### src/lockout_pkg.sv
// shared constants and types for the lockout, reset and status logic
package lockout_pkg;

	// clock rate in kilohertz
	localparam int CLK_KHZ = 20000;

	// reset closure window, in milliseconds
	localparam int RESET_MIN_MS = 250;
	localparam int RESET_MAX_MS = 2000;
	// status indicator flash half period, in milliseconds
	localparam int FLASH_HALF_MS = 250;

	// cycle counts; ms times kHz is an exact count, so no rounding is needed
	localparam int RESET_MIN_CYCLES = RESET_MIN_MS * CLK_KHZ;
	localparam int RESET_MAX_CYCLES = RESET_MAX_MS * CLK_KHZ;
	localparam int FLASH_HALF_CYCLES = FLASH_HALF_MS * CLK_KHZ;

	// hold counter width, enough for the longest window plus one
	localparam int CNT_W = 27;

	// number of inputs with an activity indicator
	localparam int NUM_INPUTS = 8;
	localparam int IDX_W = 3;

	// register bus widths
	localparam int ADDR_W = 8;
	localparam int DATA_W = 32;

	// register byte addresses
	localparam logic [ADDR_W-1:0] ADDR_CTRL = 8'h00;
	localparam logic [ADDR_W-1:0] ADDR_STATUS = 8'h04;
	localparam logic [ADDR_W-1:0] ADDR_MASK = 8'h08;
	localparam logic [ADDR_W-1:0] ADDR_STATE = 8'h0C;

	// control register fields
	localparam int CTRL_RUN_BIT = 0;
	localparam int CTRL_FORCE_BIT = 1;
	localparam logic [1:0] CTRL_RESET = 2'h0;

	// event bits in status and mask
	localparam int EV_W = 4;
	localparam int EV_LOCKOUT = 0;
	localparam int EV_ACCEPT = 1;
	localparam int EV_REJECT = 2;
	localparam int EV_CLEARED = 3;
	localparam logic [EV_W-1:0] EV_RESET = 4'h0;

	// state register fields
	localparam int ST_LOCK_BIT = 0;
	localparam int ST_OUT_BIT = 1;
	localparam int ST_FAULT_BIT = 2;
	localparam int ST_CODE_LSB = 8;

	// error code shown for a software forced lockout
	localparam logic [7:0] CODE_FORCED = 8'h99;
	localparam logic [7:0] CODE_NONE = 8'h00;

	// lockout state machine
	typedef enum logic [1:0] {
		MODE_RUN = 2'b00,
		MODE_LOCK = 2'b01,
		MODE_CLEARWAIT = 2'b10
	} mode_t;

endpackage

### src/reset_qual_if.sv
// handshake between the lockout control and the reset qualifier
`timescale 1ns/100ps
`default_nettype none
interface reset_qual_if;
	// synchronised reset switch, high while closed
	logic closed;
	// one-cycle pulse: a closure within the window was released
	logic valid;
	// one-cycle pulse: a closure too short or too long was released
	logic reject;
	modport qual (input closed, output valid, output reject);
	modport ctrl (output closed, input valid, input reject);
endinterface
`default_nettype wire

### src/reset_qualifier.sv
// times a reset switch closure and judges it on release
`timescale 1ns/100ps
`default_nettype none
module reset_qualifier
	import lockout_pkg::*;
#(
	parameter int MIN_CYCLES = RESET_MIN_CYCLES,
	parameter int MAX_CYCLES = RESET_MAX_CYCLES
) (
	// clock and reset
	input wire logic clk,
	input wire logic rst,
	// judged closures
	reset_qual_if.qual rq
);
	// cycles the switch has been closed, saturating past the window
	logic [CNT_W-1:0] held;
	// previous switch level, for release detection
	logic wasClosed;
	localparam logic [CNT_W-1:0] MIN_C = CNT_W'(MIN_CYCLES);
	localparam logic [CNT_W-1:0] MAX_C = CNT_W'(MAX_CYCLES);
	localparam logic [CNT_W-1:0] SAT_C = CNT_W'(MAX_CYCLES + 1);

	// hold timer; saturation keeps an overlong press from wrapping into the window
	always_ff @(posedge clk or posedge rst) begin
		if (rst) begin
			held <= '0;
			wasClosed <= 1'b0;
		end else begin
			wasClosed <= rq.closed;
			if (!rq.closed)
				held <= '0;
			else if (held != SAT_C)
				held <= held + CNT_W'(1);
		end
	end

	always_ff @(posedge clk or posedge rst) begin
		if (rst) begin
			rq.valid <= 1'b0;
			rq.reject <= 1'b0;
		end else begin
			rq.valid <= wasClosed && !rq.closed && held >= MIN_C && held <= MAX_C;
			rq.reject <= wasClosed && !rq.closed && (held < MIN_C || held > MAX_C);
		end
	end
endmodule
`default_nettype wire

### src/blink_timer.sv
// free-running square wave for flashing indicators
`timescale 1ns/100ps
`default_nettype none
module blink_timer
	import lockout_pkg::*;
#(
	parameter int HALF_CYCLES = FLASH_HALF_CYCLES
) (
	// clock and reset
	input wire logic clk,
	input wire logic rst,
	// flash phase, high in the lit half
	output logic phase
);
	// cycles elapsed in this half period
	logic [CNT_W-1:0] count;
	localparam logic [CNT_W-1:0] LAST_C = CNT_W'(HALF_CYCLES - 1);

	// one shared phase keeps red indicator and dash in step
	always_ff @(posedge clk or posedge rst) begin
		if (rst) begin
			count <= '0;
			phase <= 1'b1;
		end else if (count == LAST_C) begin
			count <= '0;
			phase <= !phase;
		end else begin
			count <= count + CNT_W'(1);
		end
	end
endmodule
`default_nettype wire

### src/lockout_reset_status_logic.sv
// lockout control, reset acceptance and status indication of a muting module
//
// Our own choices: the strobed register port and the register offsets.
`timescale 1ns/100ps
`default_nettype none
module lockout_reset_status_logic
#(
	parameter int RESET_MIN = lockout_pkg::RESET_MIN_CYCLES,
	parameter int RESET_MAX = lockout_pkg::RESET_MAX_CYCLES,
	parameter int FLASH_HALF = lockout_pkg::FLASH_HALF_CYCLES
) (
	// clock and reset
	input wire logic clk,
	input wire logic rst,
	// fault detection, from pins
	input wire logic faultIn,
	input wire logic [7:0] faultCode,
	input wire logic faultIsInput,
	input wire logic [lockout_pkg::IDX_W-1:0] faultIdx,
	// operator and input pins
	input wire logic resetClosed,
	input wire logic muteActive,
	input wire logic [lockout_pkg::NUM_INPUTS-1:0] activeIn,
	// register port
	input wire logic [lockout_pkg::ADDR_W-1:0] addr,
	input wire logic [lockout_pkg::DATA_W-1:0] wrData,
	input wire logic wrStrobe,
	input wire logic rdStrobe,
	output logic [lockout_pkg::DATA_W-1:0] rdData,
	output logic irq,
	// safety outputs to the machine
	output logic [1:0] safetyOutputPair,
	// status indicators
	output logic redLed,
	output logic greenLed,
	output logic [lockout_pkg::NUM_INPUTS-1:0] inputLed,
	// diagnostic display
	output logic dispDash,
	output logic dispDigitsOn,
	output logic [3:0] dispTens,
	output logic [3:0] dispOnes
);
	import lockout_pkg::*;

	////////////////////////////////////////////////////////////////////////
	// pin synchronisers

	// first stages, read only by the second stages
	logic faultMeta;
	logic [7:0] codeMeta;
	logic kindMeta;
	logic [IDX_W-1:0] idxMeta;
	logic resetMeta;
	logic muteMeta;
	logic [NUM_INPUTS-1:0] activeMeta;
	// second stages, safe for logic
	logic faultSync;
	logic [7:0] codeSync;
	logic kindSync;
	logic [IDX_W-1:0] idxSync;
	logic muteSync;
	logic [NUM_INPUTS-1:0] activeSync;

	// carrier to the reset qualifier
	reset_qual_if rq ();

	// two flops on every pin; code and index may tear, but fault is late anyway
	always_ff @(posedge clk or posedge rst) begin
		if (rst) begin
			faultMeta <= 1'b0;
			codeMeta <= 8'h00;
			kindMeta <= 1'b0;
			idxMeta <= '0;
			resetMeta <= 1'b0;
			muteMeta <= 1'b0;
			activeMeta <= '0;
			faultSync <= 1'b0;
			codeSync <= 8'h00;
			kindSync <= 1'b0;
			idxSync <= '0;
			rq.closed <= 1'b0;
			muteSync <= 1'b0;
			activeSync <= '0;
		end else begin
			faultMeta <= faultIn;
			codeMeta <= faultCode;
			kindMeta <= faultIsInput;
			idxMeta <= faultIdx;
			resetMeta <= resetClosed;
			muteMeta <= muteActive;
			activeMeta <= activeIn;
			faultSync <= faultMeta;
			codeSync <= codeMeta;
			kindSync <= kindMeta;
			idxSync <= idxMeta;
			rq.closed <= resetMeta;
			muteSync <= muteMeta;
			activeSync <= activeMeta;
		end
	end

	////////////////////////////////////////////////////////////////////////
	// helpers

	// reset closure judge
	reset_qualifier #(
		.MIN_CYCLES(RESET_MIN),
		.MAX_CYCLES(RESET_MAX)
	) u_qual (
		.clk(clk),
		.rst(rst),
		.rq(rq)
	);

	// shared flash phase
	logic flashPhase;
	blink_timer #(
		.HALF_CYCLES(FLASH_HALF)
	) u_blink (
		.clk(clk),
		.rst(rst),
		.phase(flashPhase)
	);

	// address match, used by both the write and read paths
	function automatic logic hit(input logic [ADDR_W-1:0] a, input logic [ADDR_W-1:0] target);
		hit = (a == target);
	endfunction

	////////////////////////////////////////////////////////////////////////
	// control register

	// software run enable and forced lockout
	logic [1:0] ctrl;
	logic runEnable;
	logic forceLock;
	assign runEnable = ctrl[CTRL_RUN_BIT];
	assign forceLock = ctrl[CTRL_FORCE_BIT];

	// outputs stay off until software enables the run
	always_ff @(posedge clk or posedge rst) begin
		if (rst)
			ctrl <= CTRL_RESET;
		else if (wrStrobe && hit(addr, ADDR_CTRL))
			ctrl <= wrData[1:0];
	end

	////////////////////////////////////////////////////////////////////////
	// lockout state machine

	// current and next mode
	mode_t mode;
	mode_t next_mode;
	// any fault source, hardware or software
	logic faultAny;
	// latched error code for the display
	logic [7:0] lockCode;
	// fault was tied to one input that must be cycled
	logic lockByInput;
	logic [IDX_W-1:0] lockIdx;
	// offending input seen inactive since the fault cleared
	logic sawOff;
	// offending input reopened then re-activated
	logic cycleDone;
	// one-cycle events for the status register
	logic [EV_W-1:0] events;

	assign faultAny = faultSync || forceLock;
	assign cycleDone = lockByInput && sawOff && activeSync[lockIdx];

	// next mode decision
	always_comb begin
		next_mode = mode;
		case (mode)
			MODE_RUN: begin
				if (faultAny)
					next_mode = MODE_LOCK;
			end
			MODE_LOCK: begin
				if (!faultAny)
					next_mode = MODE_CLEARWAIT;
			end
			MODE_CLEARWAIT: begin
				// a returning fault sends it back
				if (faultAny)
					next_mode = MODE_LOCK;
				else if (cycleDone || rq.valid)
					next_mode = MODE_RUN;
			end
			default: next_mode = MODE_LOCK;
		endcase
	end

	// mode register; reset lands in run with outputs still gated by ctrl
	always_ff @(posedge clk or posedge rst) begin
		if (rst)
			mode <= MODE_RUN;
		else
			mode <= next_mode;
	end

	// capture error code and offending input on entry from run
	always_ff @(posedge clk or posedge rst) begin
		if (rst) begin
			lockCode <= CODE_NONE;
			lockByInput <= 1'b0;
			lockIdx <= '0;
		end else if (mode == MODE_RUN && next_mode == MODE_LOCK) begin
			lockCode <= faultSync ? codeSync : CODE_FORCED;
			lockByInput <= faultSync && kindSync;
			lockIdx <= idxSync;
		end
	end

	always_ff @(posedge clk or posedge rst) begin
		if (rst)
			sawOff <= 1'b0;
		else if (mode != MODE_CLEARWAIT)
			sawOff <= 1'b0;
		else if (!activeSync[lockIdx])
			sawOff <= 1'b1;
	end

	// events derived from mode changes and qualifier judgements
	always_comb begin
		events = '0;
		events[EV_LOCKOUT] = (mode == MODE_RUN) && (next_mode == MODE_LOCK);
		events[EV_ACCEPT] = (mode == MODE_CLEARWAIT) && (next_mode == MODE_RUN);
		events[EV_REJECT] = rq.reject || (rq.valid && mode != MODE_CLEARWAIT);
		events[EV_CLEARED] = (mode == MODE_LOCK) && (next_mode == MODE_CLEARWAIT);
	end

	////////////////////////////////////////////////////////////////////////
	// status, mask and interrupt

	// sticky events and their mask
	logic [EV_W-1:0] status;
	logic [EV_W-1:0] mask;
	logic [EV_W-1:0] next_status;
	logic statusRead;

	assign statusRead = rdStrobe && hit(addr, ADDR_STATUS);

	// read clears what was seen; a new event in the same cycle still sets
	always_comb begin
		next_status = statusRead ? EV_RESET : status;
		next_status = next_status | events;
	end

	// status register
	always_ff @(posedge clk or posedge rst) begin
		if (rst)
			status <= EV_RESET;
		else
			status <= next_status;
	end

	// mask register
	always_ff @(posedge clk or posedge rst) begin
		if (rst)
			mask <= EV_RESET;
		else if (wrStrobe && hit(addr, ADDR_MASK))
			mask <= wrData[EV_W-1:0];
	end

	// level interrupt, one cycle behind the status bit
	always_ff @(posedge clk or posedge rst) begin
		if (rst)
			irq <= 1'b0;
		else
			irq <= |(status & mask);
	end

	////////////////////////////////////////////////////////////////////////
	// register read port

	// read data valid only in the cycle after the strobe
	always_ff @(posedge clk or posedge rst) begin
		if (rst) begin
			rdData <= '0;
		end else begin
			rdData <= '0;
			if (rdStrobe) begin
				case (addr)
					ADDR_CTRL: rdData[1:0] <= ctrl;
					ADDR_STATUS: rdData[EV_W-1:0] <= status;
					ADDR_MASK: rdData[EV_W-1:0] <= mask;
					ADDR_STATE: begin
						rdData[ST_LOCK_BIT] <= (mode != MODE_RUN);
						rdData[ST_OUT_BIT] <= safetyOutputPair[0];
						rdData[ST_FAULT_BIT] <= faultAny;
						rdData[ST_CODE_LSB +: 8] <= lockCode;
					end
					// unmapped reads return zero
					default: rdData <= '0;
				endcase
			end
		end
	end

	////////////////////////////////////////////////////////////////////////
	// safety outputs and indicators

	// both channels switch together; keyed on the current mode so they come on with the digits blanking
	always_ff @(posedge clk or posedge rst) begin
		if (rst) begin
			safetyOutputPair <= 2'b00;
			greenLed <= 1'b0;
		end else begin
			// off outside run, fault drops them at once
			safetyOutputPair <= {2{mode == MODE_RUN && runEnable && !faultAny}};
			greenLed <= mode == MODE_RUN && runEnable && !faultAny;
		end
	end

	// red indicator flashes in lockout, steady when stopped by software
	always_ff @(posedge clk or posedge rst) begin
		if (rst)
			redLed <= 1'b1;
		else if (mode != MODE_RUN)
			redLed <= flashPhase;
		else
			redLed <= !runEnable;
	end

	always_ff @(posedge clk or posedge rst) begin
		if (rst)
			inputLed <= '0;
		else
			inputLed <= activeSync;
	end

	////////////////////////////////////////////////////////////////////////
	// diagnostic display

	// digits only in lockout, dash otherwise
	always_ff @(posedge clk or posedge rst) begin
		if (rst) begin
			dispDash <= 1'b1;
			dispDigitsOn <= 1'b0;
			dispTens <= 4'h0;
			dispOnes <= 4'h0;
		end else if (mode != MODE_RUN) begin
			dispDash <= 1'b0;
			dispDigitsOn <= 1'b1;
			dispTens <= lockCode[7:4];
			dispOnes <= lockCode[3:0];
		end else begin
			dispDigitsOn <= 1'b0;
			dispTens <= 4'h0;
			dispOnes <= 4'h0;
			dispDash <= muteSync ? flashPhase : 1'b1;
		end
	end
endmodule
`default_nettype wire

### config.mk
export PLATFORM = sky130hd
export DESIGN_NAME = lockout_reset_status_logic
export DESIGN_NICKNAME = d
export VERILOG_FILES = /design/src/lockout_pkg.sv /design/src/reset_qual_if.sv /design/src/reset_qualifier.sv /design/src/blink_timer.sv /design/src/lockout_reset_status_logic.sv
export SDC_FILE = /design/constraint.sdc
export NUM_CORES = 1
export LEC_CHECK = 0
export BUFFER_PORTS_ARGS = -buffer_cell sky130_fd_sc_hd__buf_2
export CAP_MARGIN = 10
export CORE_ASPECT_RATIO = 0.75
export CORE_MARGIN = 2
export CORE_UTILIZATION = 50
export DETAILED_ROUTE_END_ITERATION = 7
export HOLD_SLACK_MARGIN = 0.03
export PLACE_DENSITY = 0.76
export SLEW_MARGIN = 20
export SYNTH_ARGS = -nofsm -noshare
export SYNTH_HDL_FRONTEND = slang
export SYNTH_HIERARCHICAL = 1
export SYNTH_SLANG_ARGS = --single-unit
### constraint.sdc
create_clock -name clk -period 3.6 [get_ports clk]
set_clock_uncertainty 0.1 [all_clocks]
set_input_delay 0.72 -clock clk [delete_from_list [all_inputs] [get_ports clk]]
set_output_delay 0.72 -clock clk [all_outputs]
set_load 0.03 [all_outputs]
==> qor.csv <==
metric,value,unit
status,completed,
final_layout_size_suffix_gt1_frac,0.222,
fillerInstances,974,
ioPinCount,122,
clkPwrFrac,0.452,
placedInstanceArea,7100,um2
whs,0.249,ns
highest_layer,met4,
yosys-top-cells-area,"dfrtp_1 (60%), and2_1 (3.8%), xor2_1 (2.9%)",
vias,4217,
grt_pass1_wl,21.8,mm
grt_antenna_before_repair,0,
yosysTopAreaCellShare,0.596,
die_h,104,um
cts_tree,done,
routed-wl-met2,6.06,mm
hold_violations,0,
syn_avg_cell_area,12.4,um2
coreArea,13000,um2
netlist_area,6670,um2
ys_ff_latch,162,
power_density,534,nW/um2
cap_violations,0,
diodes,0,
wire_per_inst,15.9,um
grt_max_degree,54,
cts_sinks,162,
register_area,4060,um2
postCtsSetupRepairBufs,0,
via_per_inst,5.28,
clk_path_buf_depth,2,
cts_buffers,17,
antenna_left,0,
total_power,0.00412,W
ys.flop_type,dfrtp_1,
rows,36,
end_kind,register,
yosys.area.top_type,dfrtp_1,
die_area,14300,um2
grt.total_usage,0.195,
cts_hold_buffers,0,
combinationalPowerShare,0.070,
drt_iter0_markers,294,
crit_required,3.83,ns
ctsResizeCount,0,
totalWireLength,12.7,mm
clock_latency,0.41,ns
rsz0062_at_grt,false,
final.period_utilization,0.628,
synth_warnings,6,
syn_to_final_growth,15.6,%
worstMarginPinSlew,0.799,ns
fin_area,7720,um2
synth_edf_count,0,
switching_share,0.239,
fin_nets,685,
crit_type,reg -> reg,
crit_arrival,2.49,ns
grt_pass1_vias,4372,
leakage,3.70,nW
drc_errors,0,
top_regs,"u_blink/count x27, u_qual/held x27, rdData x12",
hpwl,8.35,mm
setup_viol,0,
period_needed,2.26,ns
clkTransAtPathRegs,0.07,ns
max_freq,442,MHz
gp_congestion,0.824,
htreeDepth,4,
root_buffer,clkbuf_16,
p_sw,0.000987,W
tns,0,ns
ir_drop,0.328,mV
syn_inst,538,
p_int,0.00314,W
multi_input_area,2390,um2
critPathLaunchType,register,
report.final.slew_viol_count,0,
synth_cell_type_count,67,
slew_headroom,0.464,
overflow,0,
pwr-share-seq,0.478,
drtPass1Iterations,5,
wl_met3,662,um
cp_max_fo,12,
fp.dieW,137,um
met1Wirelength,5.84,mm
hold_path.class,reg -> reg,
postSynth.asyncResetShare,1.00,
ys_seq_area_frac,0.608,
initial_core_util,0.513,
numPortBuffers,73,
critical path: stages, from the launching register on:
cell and delay [ns]:
dfrtp_1 0.43, and4_1 0.49, nand3b_2 0.18, nor4_4 0.76, xor2_1 0.22
through the flow:
step | utilization | setup slack, ns | cells
2_1_floorplan | - | 0.0511 | 557
3_3_place_gp | 0.545 | 1.28 | 766
3_5_place_dp | 0.545 | 1.22 | 766
4_1_cts | 0.593 | 1.36 | 798
5_1_grt | 0.593 | 1.18 | 798
6_report | 0.593 | 1.34 | 798
power groups by stage:
stage	combinational (W)	clock, W	sequential, W
after floorplan	0.000169	0	0.00204
after global placement	0.000280	0	0.00200
after detailed placement	0.000289	0	0.00200
after CTS	0.000293	0.00190	0.00197
after global routing	0.000316	0.00199	0.00198
final	0.000288	0.00186	0.00197
per-layer routing:
layer / vias to the layer above / track usage
li1: 1972 / -
met1: 2111 / 0.277
met2: 115 / 0.299
met3: 19 / 0.0419
met4: 0 / 0.0633
met5: - / 0
cells in the final DEF, fill, tap and decap left out, types with 4 or more instances in the layout:
cell type / count
nor2b_1: 7
nor4_1: 8
buf_2: 73
o21ai_0: 11
nand4_1: 11
xnor2_1: 21
xor2_1: 22
and4_1: 8
inv_1: 11
conb_1: 20
nand2_1: 42
ha_1: 4
clkbuf_16: 17
nor3_1: 12
a22o_1: 6
nand3_1: 19
dfrtp_1: 159
mux2_2: 6
and2_1: 41
nor2_1: 23
inv_6: 5
o22a_1: 4
or3_1: 7
a21oi_1: 9
path summary, 6_finish.rpt:
| check | from | to | slack (ns) | cells after the start |
|---|---|---|---|---|
| max | u_blink/count[2] | u_blink/phase | 1.34 | 4 |
| min | activeMeta[1] | activeSync[1] | 0.25 | 0 |
| max reg2reg | u_blink/count[2] | u_blink/phase | 1.34 | 4 |
| min reg2reg | activeMeta[1] | activeSync[1] | 0.25 | 0 |
| max in group asynchronous | rst | inputLed[1] | 2.34 | 3 |
| min in group asynchronous | rst | u_blink/count[14] | 0.33 | 2 |
final cells by class:
class / instances / share of cell area
clock inverter: 13 / 0.0224
multi-input combinational: 345 / 0.310
sequential: 162 / 0.526
tap: 171 / 0.0277
inverter: 14 / 0.00713
clock buffer: 19 / 0.0574
timing repair buffer: 74 / 0.0499
Yosys cell counts (3+ instances only):
cell / instances
dfrtp_1: 159
nand2_1: 42
and2_1: 41
buf_4: 24
nor2_1: 23
xor2_1: 22
xnor2_1: 21
nand3_1: 19
inv_1: 14
nor3_1: 12
nand4_1: 11
o21ai_0: 11
a21oi_1: 9
and4_1: 8
nor4_1: 8
nor2b_1: 7
or3_1: 7
a22o_1: 6
clkbuf_1: 6
mux2_2: 6
ha_1: 4
o22a_1: 4
a21boi_0: 3
a22oi_1: 3
and3_1: 3
dfstp_2: 3
nand2b_1: 3
nand4_4: 3
nor4_2: 3
nor4b_1: 3
logic make-up (layout without fill, tap and decap cells):
group	Yosys count	in the layout	synth area share
simple gates	214	214	0.200
compound gates	52	52	0.0546
fa+ha+maj	4	4	0.00750
other cells	1	20	0.000562
buf+inv	50	120	0.0446
mux	12	12	0.0278
xor+xnor	43	43	0.0564
flops	162	162	0.608
(Power assumes the default switching activity.)
